## src/shared/fcs_pkg.sv

```systemverilog
// package: constants, enums and pin bundle of the flash command sequencer host
package fcs_pkg;
    localparam int CLK_MHZ = 20;
    localparam int T_AS_NS = 20;
    localparam int T_WP_NS = 60;
    localparam int T_ACC_NS = 100;
    localparam int T_REC_NS = 20;
    localparam int T_WHRL_NS = 100;

    function automatic logic [7:0] ns2cyc(input int ns);
        return 8'((ns * CLK_MHZ + 999) / 1000);
    endfunction

    localparam logic [7:0] AS_CYC = ns2cyc(T_AS_NS);
    localparam logic [7:0] WP_CYC = ns2cyc(T_WP_NS);
    localparam logic [7:0] ACC_CYC = ns2cyc(T_ACC_NS);
    localparam logic [7:0] REC_CYC = ns2cyc(T_REC_NS);
    localparam logic [7:0] WHRL_CYC = ns2cyc(T_WHRL_NS);

    localparam logic [7:0] CMD_READ_ARRAY = 8'hFF;
    localparam logic [7:0] CMD_IDENT = 8'h90;
    localparam logic [7:0] CMD_READ_STATUS = 8'h70;
    localparam logic [7:0] CMD_CLEAR_STATUS = 8'h50;
    localparam logic [7:0] CMD_ERASE_SETUP = 8'h20;
    localparam logic [7:0] CMD_CONFIRM = 8'hD0;
    localparam logic [7:0] CMD_SUSPEND = 8'hB0;
    localparam logic [7:0] CMD_WRITE_SETUP = 8'h40;

    localparam int SR_READY = 7;
    localparam int SR_SUSPENDED = 6;
    localparam int SR_ERASE_ERR = 5;
    localparam int SR_WRITE_ERR = 4;
    localparam int SR_SUPPLY_FAULT = 3;

    localparam logic [7:0] REG_CTRL = 8'h00;
    localparam logic [7:0] REG_ADDR = 8'h04;
    localparam logic [7:0] REG_WDATA = 8'h08;
    localparam logic [7:0] REG_STATUS = 8'h0C;

    localparam int CTRL_GO = 8;
    localparam int CTRL_NOWAIT = 9;
    localparam int CTRL_PD_N = 16;
    localparam logic [31:0] CTRL_MASK = 32'h0007_020F;
    localparam logic [31:0] CTRL_RESET = 32'h0001_0000;
    localparam logic [31:0] ADDR_MASK = 32'h000F_FFFF;
    localparam logic [31:0] WDATA_MASK = 32'h0000_00FF;
    localparam int ST_REFUSED = 2;

    localparam logic [1:0] SUPPLY_LOW = 2'h0;
    localparam logic [1:0] SUPPLY_HIGH = 2'h1;
    localparam logic [1:0] SUPPLY_MID = 2'h2;

    localparam logic [1:0] RESP_OKAY = 2'h0;
    localparam logic [1:0] RESP_SLVERR = 2'h2;

    typedef enum logic [3:0] {
        OP_READ_ARRAY, OP_READ_ID, OP_READ_STATUS, OP_CLEAR,
        OP_ERASE, OP_WRITE, OP_SUSPEND, OP_RESUME
    } fcs_op_e;

    typedef enum logic [2:0] {K_WCMD, K_WDATA, K_READ, K_WAIT, K_END} fcs_kind_e;

    typedef enum {ST_IDLE, ST_LOAD, ST_SETUP, ST_STROBE, ST_RECOVER, ST_WAIT} fcs_state_e;

    typedef struct packed {
        logic [19:0] addr;
        logic [7:0] dq_o;
        logic dq_oe_n;
        logic ce_n;
        logic oe_n;
        logic we_n;
    } fcs_pins_s;
endpackage

```

## src/verilog/fcs_host.sv

```systemverilog
// host controller that issues command sequences to the flash over its parallel pins
//
// Decided for this implementation: the placing of the registers and the AXI4-Lite slave port.
`timescale 1ns/1ns
module fcs_host
    import fcs_pkg::*;
#(
    parameter int ADDR_W = 8
)(
    input wire logic aclk,
    input wire logic aresetn,
    input wire logic [ADDR_W-1:0] s_axi_awaddr,
    input wire logic s_axi_awvalid,
    output logic s_axi_awready,
    input wire logic [31:0] s_axi_wdata,
    input wire logic [3:0] s_axi_wstrb,
    input wire logic s_axi_wvalid,
    output logic s_axi_wready,
    output logic [1:0] s_axi_bresp,
    output logic s_axi_bvalid,
    input wire logic s_axi_bready,
    input wire logic [ADDR_W-1:0] s_axi_araddr,
    input wire logic s_axi_arvalid,
    output logic s_axi_arready,
    output logic [31:0] s_axi_rdata,
    output logic [1:0] s_axi_rresp,
    output logic s_axi_rvalid,
    input wire logic s_axi_rready,
    output fcs_pins_s flash_o,
    input wire logic [7:0] flash_dq_i,
    input wire logic ready_busy_output,
    output logic powerdown_input_n,
    output logic [1:0] supply_level
);
    function automatic logic [31:0] merge(input logic [31:0] old, input logic [31:0] nw,
                                          input logic [3:0] strb);
        logic [31:0] r;
        r = old;
        for (int i = 0; i < 4; i++)
            if (strb[i])
                r[i*8 +: 8] = nw[i*8 +: 8];
        return r;
    endfunction

    // the step list of each operation; every operation opens with its command byte
    function automatic fcs_kind_e step_kind(input fcs_op_e op, input logic [2:0] step);
        fcs_kind_e k;
        k = K_END;
        case (op)
            OP_READ_ARRAY, OP_READ_ID, OP_READ_STATUS, OP_RESUME:
                k = (step == 3'h0) ? K_WCMD : (step == 3'h1) ? K_READ : K_END;
            OP_CLEAR:
                k = (step == 3'h0) ? K_WCMD : K_END;
            OP_ERASE, OP_WRITE:
                k = (step == 3'h0) ? K_WCMD : (step == 3'h1) ? ((op == OP_ERASE) ? K_WCMD : K_WDATA)
                  : (step == 3'h2) ? K_WAIT : (step == 3'h3) ? K_READ : K_END;
            OP_SUSPEND:
                k = (step == 3'h0) ? K_WCMD : (step == 3'h1) ? K_WAIT
                  : (step == 3'h2) ? K_READ : K_END;
            default: k = K_END;
        endcase
        return k;
    endfunction

    function automatic logic [7:0] cmd_byte(input fcs_op_e op, input logic [2:0] step);
        logic [7:0] c;
        case (op)
            OP_READ_ARRAY: c = CMD_READ_ARRAY;
            OP_READ_ID: c = CMD_IDENT;
            OP_READ_STATUS: c = CMD_READ_STATUS;
            OP_CLEAR: c = CMD_CLEAR_STATUS;
            OP_ERASE: c = (step == 3'h0) ? CMD_ERASE_SETUP : CMD_CONFIRM;
            OP_WRITE: c = CMD_WRITE_SETUP;
            OP_SUSPEND: c = CMD_SUSPEND;
            OP_RESUME: c = CMD_CONFIRM;
            default: c = CMD_READ_ARRAY;
        endcase
        return c;
    endfunction

    logic aw_got_q, w_got_q, bvalid_q, rvalid_q;
    logic [ADDR_W-1:0] awaddr_q;
    logic [31:0] wdata_q, rdata_bus_q;
    logic [3:0] wstrb_q;
    logic [1:0] bresp_q, rresp_q;
    logic [31:0] ctrl_q, addr_q, wbyte_q;
    logic [7:0] rdata_q, cnt_q;
    logic [2:0] step_q;
    logic busy_q, refused_q, fault_q, susp_q, erase_act_q, write_act_q;
    fcs_state_e st_q;
    fcs_op_e op_q;
    fcs_kind_e kind_q, kind_w;
    fcs_pins_s pins_q;
    logic do_write, go, go_ok, reads_status, sample_now, status_sample, clear_done;
    fcs_op_e op_req;
    logic [7:0] wa, ra;

    assign wa = 8'(awaddr_q);
    assign ra = 8'(s_axi_araddr);
    assign do_write = aw_got_q && w_got_q && !bvalid_q;
    assign s_axi_awready = !aw_got_q && !bvalid_q;
    assign s_axi_wready = !w_got_q && !bvalid_q;
    assign s_axi_arready = !rvalid_q;
    assign s_axi_bvalid = bvalid_q;
    assign s_axi_bresp = bresp_q;
    assign s_axi_rvalid = rvalid_q;
    assign s_axi_rresp = rresp_q;
    assign s_axi_rdata = rdata_bus_q;
    assign flash_o = pins_q;
    assign powerdown_input_n = ctrl_q[CTRL_PD_N];
    assign supply_level = ctrl_q[CTRL_PD_N+2:CTRL_PD_N+1];
    assign op_req = fcs_op_e'(wdata_q[3:0]);
    assign go = do_write && wa == REG_CTRL && wstrb_q[1] && wdata_q[CTRL_GO];
    assign kind_w = step_kind(op_q, step_q);

    // refusals protect the device from sequences it would reject or misread
    always_comb
    begin
        go_ok = !busy_q;
        if ((op_req == OP_ERASE || op_req == OP_WRITE) && fault_q)
            go_ok = 1'b0;
        if (susp_q && !(op_req == OP_READ_ARRAY || op_req == OP_READ_STATUS
                        || op_req == OP_RESUME))
            go_ok = 1'b0;
        if (write_act_q && !ready_busy_output && op_req != OP_READ_STATUS)
            go_ok = 1'b0;
        if (erase_act_q && !susp_q && !ready_busy_output
            && !(op_req == OP_READ_STATUS || op_req == OP_SUSPEND))
            go_ok = 1'b0;
    end

    assign reads_status = op_q inside {OP_READ_STATUS, OP_ERASE, OP_WRITE, OP_SUSPEND, OP_RESUME};
    assign sample_now = st_q == ST_STROBE && cnt_q == 8'h01 && kind_q == K_READ;
    assign status_sample = sample_now && reads_status;
    assign clear_done = st_q == ST_LOAD && kind_w == K_END && op_q == OP_CLEAR;

    always_ff @(posedge aclk)
    begin
        if (!aresetn)
        begin
            aw_got_q <= 1'b0;
            w_got_q <= 1'b0;
            awaddr_q <= '0;
            wdata_q <= '0;
            wstrb_q <= '0;
        end
        else
        begin
            if (s_axi_awvalid && s_axi_awready)
            begin
                aw_got_q <= 1'b1;
                awaddr_q <= s_axi_awaddr;
            end
            if (s_axi_wvalid && s_axi_wready)
            begin
                w_got_q <= 1'b1;
                wdata_q <= s_axi_wdata;
                wstrb_q <= s_axi_wstrb;
            end
            if (do_write)
            begin
                aw_got_q <= 1'b0;
                w_got_q <= 1'b0;
            end
        end
    end

    always_ff @(posedge aclk)
    begin
        if (!aresetn)
        begin
            bvalid_q <= 1'b0;
            bresp_q <= RESP_OKAY;
            ctrl_q <= CTRL_RESET;
            addr_q <= '0;
            wbyte_q <= '0;
        end
        else
        begin
            if (do_write)
            begin
                bvalid_q <= 1'b1;
                bresp_q <= RESP_OKAY;
                case (wa)
                    REG_CTRL: ctrl_q <= merge(ctrl_q, wdata_q, wstrb_q) & CTRL_MASK;
                    REG_ADDR: addr_q <= merge(addr_q, wdata_q, wstrb_q) & ADDR_MASK;
                    REG_WDATA: wbyte_q <= merge(wbyte_q, wdata_q, wstrb_q) & WDATA_MASK;
                    REG_STATUS: ;
                    default: bresp_q <= RESP_SLVERR;
                endcase
            end
            else if (s_axi_bready)
                bvalid_q <= 1'b0;
        end
    end

    always_ff @(posedge aclk)
    begin
        if (!aresetn)
        begin
            rvalid_q <= 1'b0;
            rresp_q <= RESP_OKAY;
            rdata_bus_q <= '0;
        end
        else if (s_axi_arvalid && s_axi_arready)
        begin
            rvalid_q <= 1'b1;
            rresp_q <= RESP_OKAY;
            case (ra)
                REG_CTRL: rdata_bus_q <= ctrl_q;
                REG_ADDR: rdata_bus_q <= addr_q;
                REG_WDATA: rdata_bus_q <= wbyte_q;
                REG_STATUS: rdata_bus_q <= {16'h0000, rdata_q, 1'b0, erase_act_q, write_act_q,
                                            susp_q, fault_q, refused_q, ready_busy_output,
                                            busy_q};
                default:
                begin
                    rdata_bus_q <= '0;
                    rresp_q <= RESP_SLVERR;
                end
            endcase
        end
        else if (s_axi_rready)
            rvalid_q <= 1'b0;
    end

    // flags: a setting event in the clearing cycle wins, except against the power-down clear, which wins over every set but leaves refused_q untouched
    always_ff @(posedge aclk)
    begin
        if (!aresetn)
        begin
            refused_q <= 1'b0;
            fault_q <= 1'b0;
            susp_q <= 1'b0;
            erase_act_q <= 1'b0;
            write_act_q <= 1'b0;
        end
        else
        begin
            if (go && !go_ok)
                refused_q <= 1'b1;
            else if (do_write && wa == REG_STATUS && wstrb_q[0] && wdata_q[ST_REFUSED])
                refused_q <= 1'b0;
            if (status_sample && flash_dq_i[SR_SUPPLY_FAULT])
                fault_q <= 1'b1;
            else if (clear_done)
                fault_q <= 1'b0;
            if (status_sample && op_q == OP_SUSPEND && flash_dq_i[SR_SUSPENDED])
                susp_q <= 1'b1;
            else if (status_sample && op_q == OP_RESUME)
                susp_q <= 1'b0;
            // set when the wait step is reached, so a nowait erase is tracked too
            if (st_q == ST_LOAD && kind_w == K_WAIT && op_q == OP_ERASE)
                erase_act_q <= 1'b1;
            else if (!busy_q && ready_busy_output && !susp_q)
                erase_act_q <= 1'b0;
            if (st_q == ST_LOAD && kind_w == K_WAIT && op_q == OP_WRITE)
                write_act_q <= 1'b1;
            else if (!busy_q && ready_busy_output)
                write_act_q <= 1'b0;
            if (!ctrl_q[CTRL_PD_N])
            begin
                susp_q <= 1'b0;
                fault_q <= 1'b0;
                erase_act_q <= 1'b0;
                write_act_q <= 1'b0;
            end
        end
    end

    // bus cycle engine; strobes always return high between cycles so status relatches
    always_ff @(posedge aclk)
    begin
        if (!aresetn)
        begin
            st_q <= ST_IDLE;
            op_q <= OP_READ_ARRAY;
            kind_q <= K_END;
            step_q <= '0;
            cnt_q <= '0;
            busy_q <= 1'b0;
            rdata_q <= '0;
            pins_q <= '{addr: '0, dq_o: '0, dq_oe_n: 1'b1, ce_n: 1'b1, oe_n: 1'b1, we_n: 1'b1};
        end
        else
        begin
            case (st_q)
                ST_IDLE:
                    if (go && go_ok)
                    begin
                        op_q <= op_req;
                        step_q <= '0;
                        busy_q <= 1'b1;
                        st_q <= ST_LOAD;
                    end
                ST_LOAD:
                begin
                    kind_q <= kind_w;
                    if (kind_w == K_END)
                    begin
                        busy_q <= 1'b0;
                        st_q <= ST_IDLE;
                    end
                    else if (kind_w == K_WAIT)
                    begin
                        cnt_q <= WHRL_CYC;
                        if (ctrl_q[CTRL_NOWAIT])
                            step_q <= step_q + 3'h1;
                        else
                            st_q <= ST_WAIT;
                    end
                    else
                    begin
                        pins_q.addr <= addr_q[19:0];
                        pins_q.ce_n <= 1'b0;
                        pins_q.dq_oe_n <= (kind_w == K_READ);
                        pins_q.dq_o <= (kind_w == K_WDATA) ? wbyte_q[7:0] : cmd_byte(op_q, step_q);
                        cnt_q <= AS_CYC;
                        st_q <= ST_SETUP;
                    end
                end
                ST_SETUP:
                    if (cnt_q <= 8'h01)
                    begin
                        pins_q.we_n <= (kind_q == K_READ);
                        pins_q.oe_n <= (kind_q != K_READ);
                        cnt_q <= (kind_q == K_READ) ? ACC_CYC : WP_CYC;
                        st_q <= ST_STROBE;
                    end
                    else
                        cnt_q <= cnt_q - 8'h01;
                ST_STROBE:
                    if (cnt_q <= 8'h01)
                    begin
                        if (kind_q == K_READ)
                            rdata_q <= flash_dq_i;
                        pins_q.we_n <= 1'b1;
                        pins_q.oe_n <= 1'b1;
                        pins_q.ce_n <= 1'b1;
                        cnt_q <= REC_CYC;
                        st_q <= ST_RECOVER;
                    end
                    else
                        cnt_q <= cnt_q - 8'h01;
                ST_RECOVER:
                    if (cnt_q <= 8'h01)
                    begin
                        pins_q.dq_oe_n <= 1'b1; // data held past the rising strobe
                        step_q <= step_q + 3'h1;
                        st_q <= ST_LOAD;
                    end
                    else
                        cnt_q <= cnt_q - 8'h01;
                ST_WAIT:
                    // settle first, so the old high level of ready_busy_output is not taken
                    if (cnt_q > 8'h01)
                        cnt_q <= cnt_q - 8'h01;
                    else if (ready_busy_output)
                    begin
                        step_q <= step_q + 3'h1;
                        st_q <= ST_LOAD;
                    end
                default: st_q <= ST_IDLE;
            endcase
        end
    end
endmodule // fcs_host

```

## config.mk

```make
export PLATFORM = sky130hd
export DESIGN_NAME = fcs_host
export DESIGN_NICKNAME = d
export VERILOG_FILES = /design/src/shared/fcs_pkg.sv /design/src/verilog/fcs_host.sv
export SDC_FILE = /design/constraint.sdc
export NUM_CORES = 1
export LEC_CHECK = 0
export BUFFER_PORTS_ARGS = -buffer_cell sky130_fd_sc_hd__buf_2
export CORE_AREA = 2 2 123 125
export DETAILED_ROUTE_END_ITERATION = 16
export DIE_AREA = 0 0 125 127
export GPL_ROUTABILITY_DRIVEN = 0
export HOLD_SLACK_MARGIN = 0.06
export PLACE_DENSITY = 0.8
export SYNTH_ARGS = -nofsm -noshare
export SYNTH_HDL_FRONTEND = slang
export SYNTH_SLANG_ARGS = --single-unit
```

## constraint.sdc

```tcl
create_clock -name aclk -period 2.1 [get_ports aclk]
set_input_delay 0.105 -clock aclk [delete_from_list [all_inputs] [get_ports aclk]]
set_output_delay 0.105 -clock aclk [all_outputs]
set_load 0.01 [all_outputs]
```

==> reports/metrics.csv <==
stage;metric;value;unit
timing;Slew @ Worst Pin;0.507;ns
detailed_routing;DRC;0;
yosys;EDFF count, synth;0;
cts;H-tree depth;4;
worst_setup_path;max incr delay on CP;0.44;ns
yosys;Async SR Flop Fraction;0;
detailed_routing;DRT antenna net count;0;
grt;largest net degree at the start of global routing;79;
yosys;Yosys reg bits;160;
worst_setup_path;arrival time at the worst endpoint;2.55;ns
worst_setup_path;Cell Chain, Critical Path;buf_4 -> nor4b_2 -> o211ai_1 -> o211a_2 -> o2111a_2 -> buf_12 -> mux2i_2 -> nor2_1;
yosys;Mapped Area;7170;um2
cts;# clock sinks;160;
detailed_routing;Initial DRC Count;618;
worst_setup_path;Critical Path RT;2.41;ns
layout;synthesis-to-finish area growth;32.0;%
pwr;P_leak;3.99;nW
timing;RSZ-0062 raised after global routing;yes;
timing;clk_skew;0.00934;ns
timing;Final setup viols;45;
place;dpl cells;1150;
worst_setup_path;Critical-path top delay cell;nor4b_2;
yosys;Yosys warning count;0;
cts;TritonCTS clock tree;built;
grt;first-pass GRT wire length;33.2;mm
layout;area of the multi-input gates;3790;um2
detailed_routing;DR vias/cell;5.58;
yosys;main flop type after synthesis;dfxtp_1;
timing;Slew headroom;0.662;
yosys;number of distinct library cells after synthesis;70;
timing;fin crit share;1.07;
yosys;post-synthesis sequential area ratio;0.447;
timing;Final Max Tran Viols;0;
place;I/O Buffers;116;
timing;upper clock frequency limit;445;MHz
detailed_routing;via count;6879;
layout;antenna cells;0;
worst_setup_path;type of the worst setup path;reg2reg;
worst_setup_path;Worst Setup End Kind;flop;
die;Starting Density;0.497;
cts;Clk Tree Root Cell;clkbuf_16;
layout;most common cell after layout, fill and taps aside;dfxtp_1;
layout;fillers;1115;
cts;Worst-path clk slew;0.06;ns
timing;final hold vios;0;
worst_setup_path;Worst Path Max Fanout;22;
place;dpl hpwl;13.7;mm
timing;PnR worst setup slack;-0.145;ns
place;pre-CTS WS;-0.122;ns
cts;maximum root-to-sink buffer count;2;
pwr;pwr/cell area;855;nW/um2
cts;clk_lat worst skew;0.43;ns
die;Die X;125;um
outcome;failing checks;negative setup slack;
min_path;Hold Path Class;in2reg;
die;area of the die;15900;um2
outcome;status;finished, violations left;
cts;number of CTS-inserted buffers;17;
layout;final std cells w/o fill;1233;
flow_run;# Max-Cap Violations;0;
die;Core ar.;14400;um2
grt;overall global routing resource usage;0.261;
timing;Final min period;2.25;ns
detailed_routing;TritonRoute pass-1 iters;5;
detailed_routing;total wire length;21.2;mm
grt;antenna violations before repair;0;
detailed_routing;average wire per standard cell;17.2;um
layout;share of cells above drive strength 1;0.271;
die;# rows;44;
grt;total gr overflow;0;
die;die height;127;um
yosys;Syn Area/Cell;8.52;um2
pwr;VDD IR max;0.596;mV
timing;Hold WS;0.131;ns
die;I/O Pins;144;
yosys;Cells after Synth;841;
layout;FF/Latch Area;3210;um2
grt;vias in the first global route;6571;
layout;commonest non-fill, non-tap cells in the layout;dfxtp_1, nand2_1, buf_2;
worst_setup_path;startpoint types;flop;
layout;NumNets Final;1113;
-- cell type report --
type / instances / area share
clock buffer: 17 / 0.0450
clock inverter: 15 / 0.0141
inverter: 17 / 0.00714
multi-input combinational: 608 / 0.401
sequential: 160 / 0.340
tap: 184 / 0.0243
timing repair buffer: 232 / 0.169
-- power breakdown --
| group | switching (mW) | internal (mW) |
|---|---|---|
| clock | 1.31 | 1.64 |
| sequential | 0.119 | 3.21 |
| combinational | 1.00 | 0.807 |
-- path summary, 6_finish.rpt --
path / start / to / slack (ns) / cells past startpoint
worst min-delay path: aresetn / flash_o[10]$_SDFFE_PN0P_ / 0.13 / 3
worst min register to register: awaddr_q[1]$_SDFFE_PN0P_ / awaddr_q[1]$_SDFFE_PN0P_ / 0.45 / 2
worst max-delay path: op_q[3]$_SDFFE_PN0P_ / flash_o[19]$_SDFFE_PN0P_ / -0.15 / 8
worst max register to register: op_q[3]$_SDFFE_PN0P_ / flash_o[19]$_SDFFE_PN0P_ / -0.15 / 8
-- through the flow --
stage                util  setup TNS (ns)  power (mW)  instance area [um2]
finish              0.656           -2.45        8.09                 9460
global route        0.656           -4.81        8.42                 9460
CTS                 0.646          -0.461        8.01                 9320
detailed placement  0.570           -1.73        4.96                 8230
global placement    0.570          -0.207        4.93                 8230
floorplan               -               0        4.44                 7240
-- cells in the mapped netlist, drive strengths merged (10+ instances only) --
master	count	area, um2
inv	16	60.1
dfxtp	160	3200
o21ai	29	145
nand2	142	533
clkbuf	38	143
nand3	15	75.1
nor2b	10	62.6
buf	31	206
a22oi	11	82.6
mux2i	57	571
a21oi	86	434
nor3	18	100
nor2	94	353
-- cell families (layout without fill, tap and decap cells) --
kind of cell | after synthesis | in the layout | synth area share
AND/OR/NAND/NOR | 328 | 328 | 0.208
buffers and inverters | 86 | 281 | 0.0576
other | 1 | 14 | 0.000523
AO/OA/AOI/OAI | 189 | 189 | 0.168
multiplexers | 68 | 68 | 0.103
flip-flops | 160 | 160 | 0.447
adder cells (fa/ha/maj) | 9 | 9 | 0.0157
-- sequential cells by signal (all words and copies together), names as in the netlist, 3 cells and up --
signal       count
wbyte_q          8
awaddr_q         8
cnt_q            8
kind_q           3
wstrb_q          3
st_q             3
step_q           3
wdata_q         20
addr_q          20
op_q             4
ctrl_q           8
flash_o         32
rdata_q          8
s_axi_rdata     20
-- critical path, delay by kind of cell (launching register included) --
family          cells  cell delay, ns
mux                 1            0.24
buf+inv             2            0.35
flops               1            0.40
simple gates        2            0.51
compound gates      3            0.60
-- routing by layer --
metal	wire, um	GRT usage	vias to the layer above
met1	8860	0.334	3195
li1	-	-	3306
met3	1440	0.0553	58
met5	0	0	-
met2	10100	0.429	320
met4	729	0.110	0
-- what timing repair did --
item,CTS,global route
hold endpoints to repair,50,0
gates resized for setup,18,28
gates cloned,1,0
setup buffers,3,3
setup endpoints to repair,49,75
hold buffers,44,0
pin swaps,5,11
(Power assumes the default switching activity.)
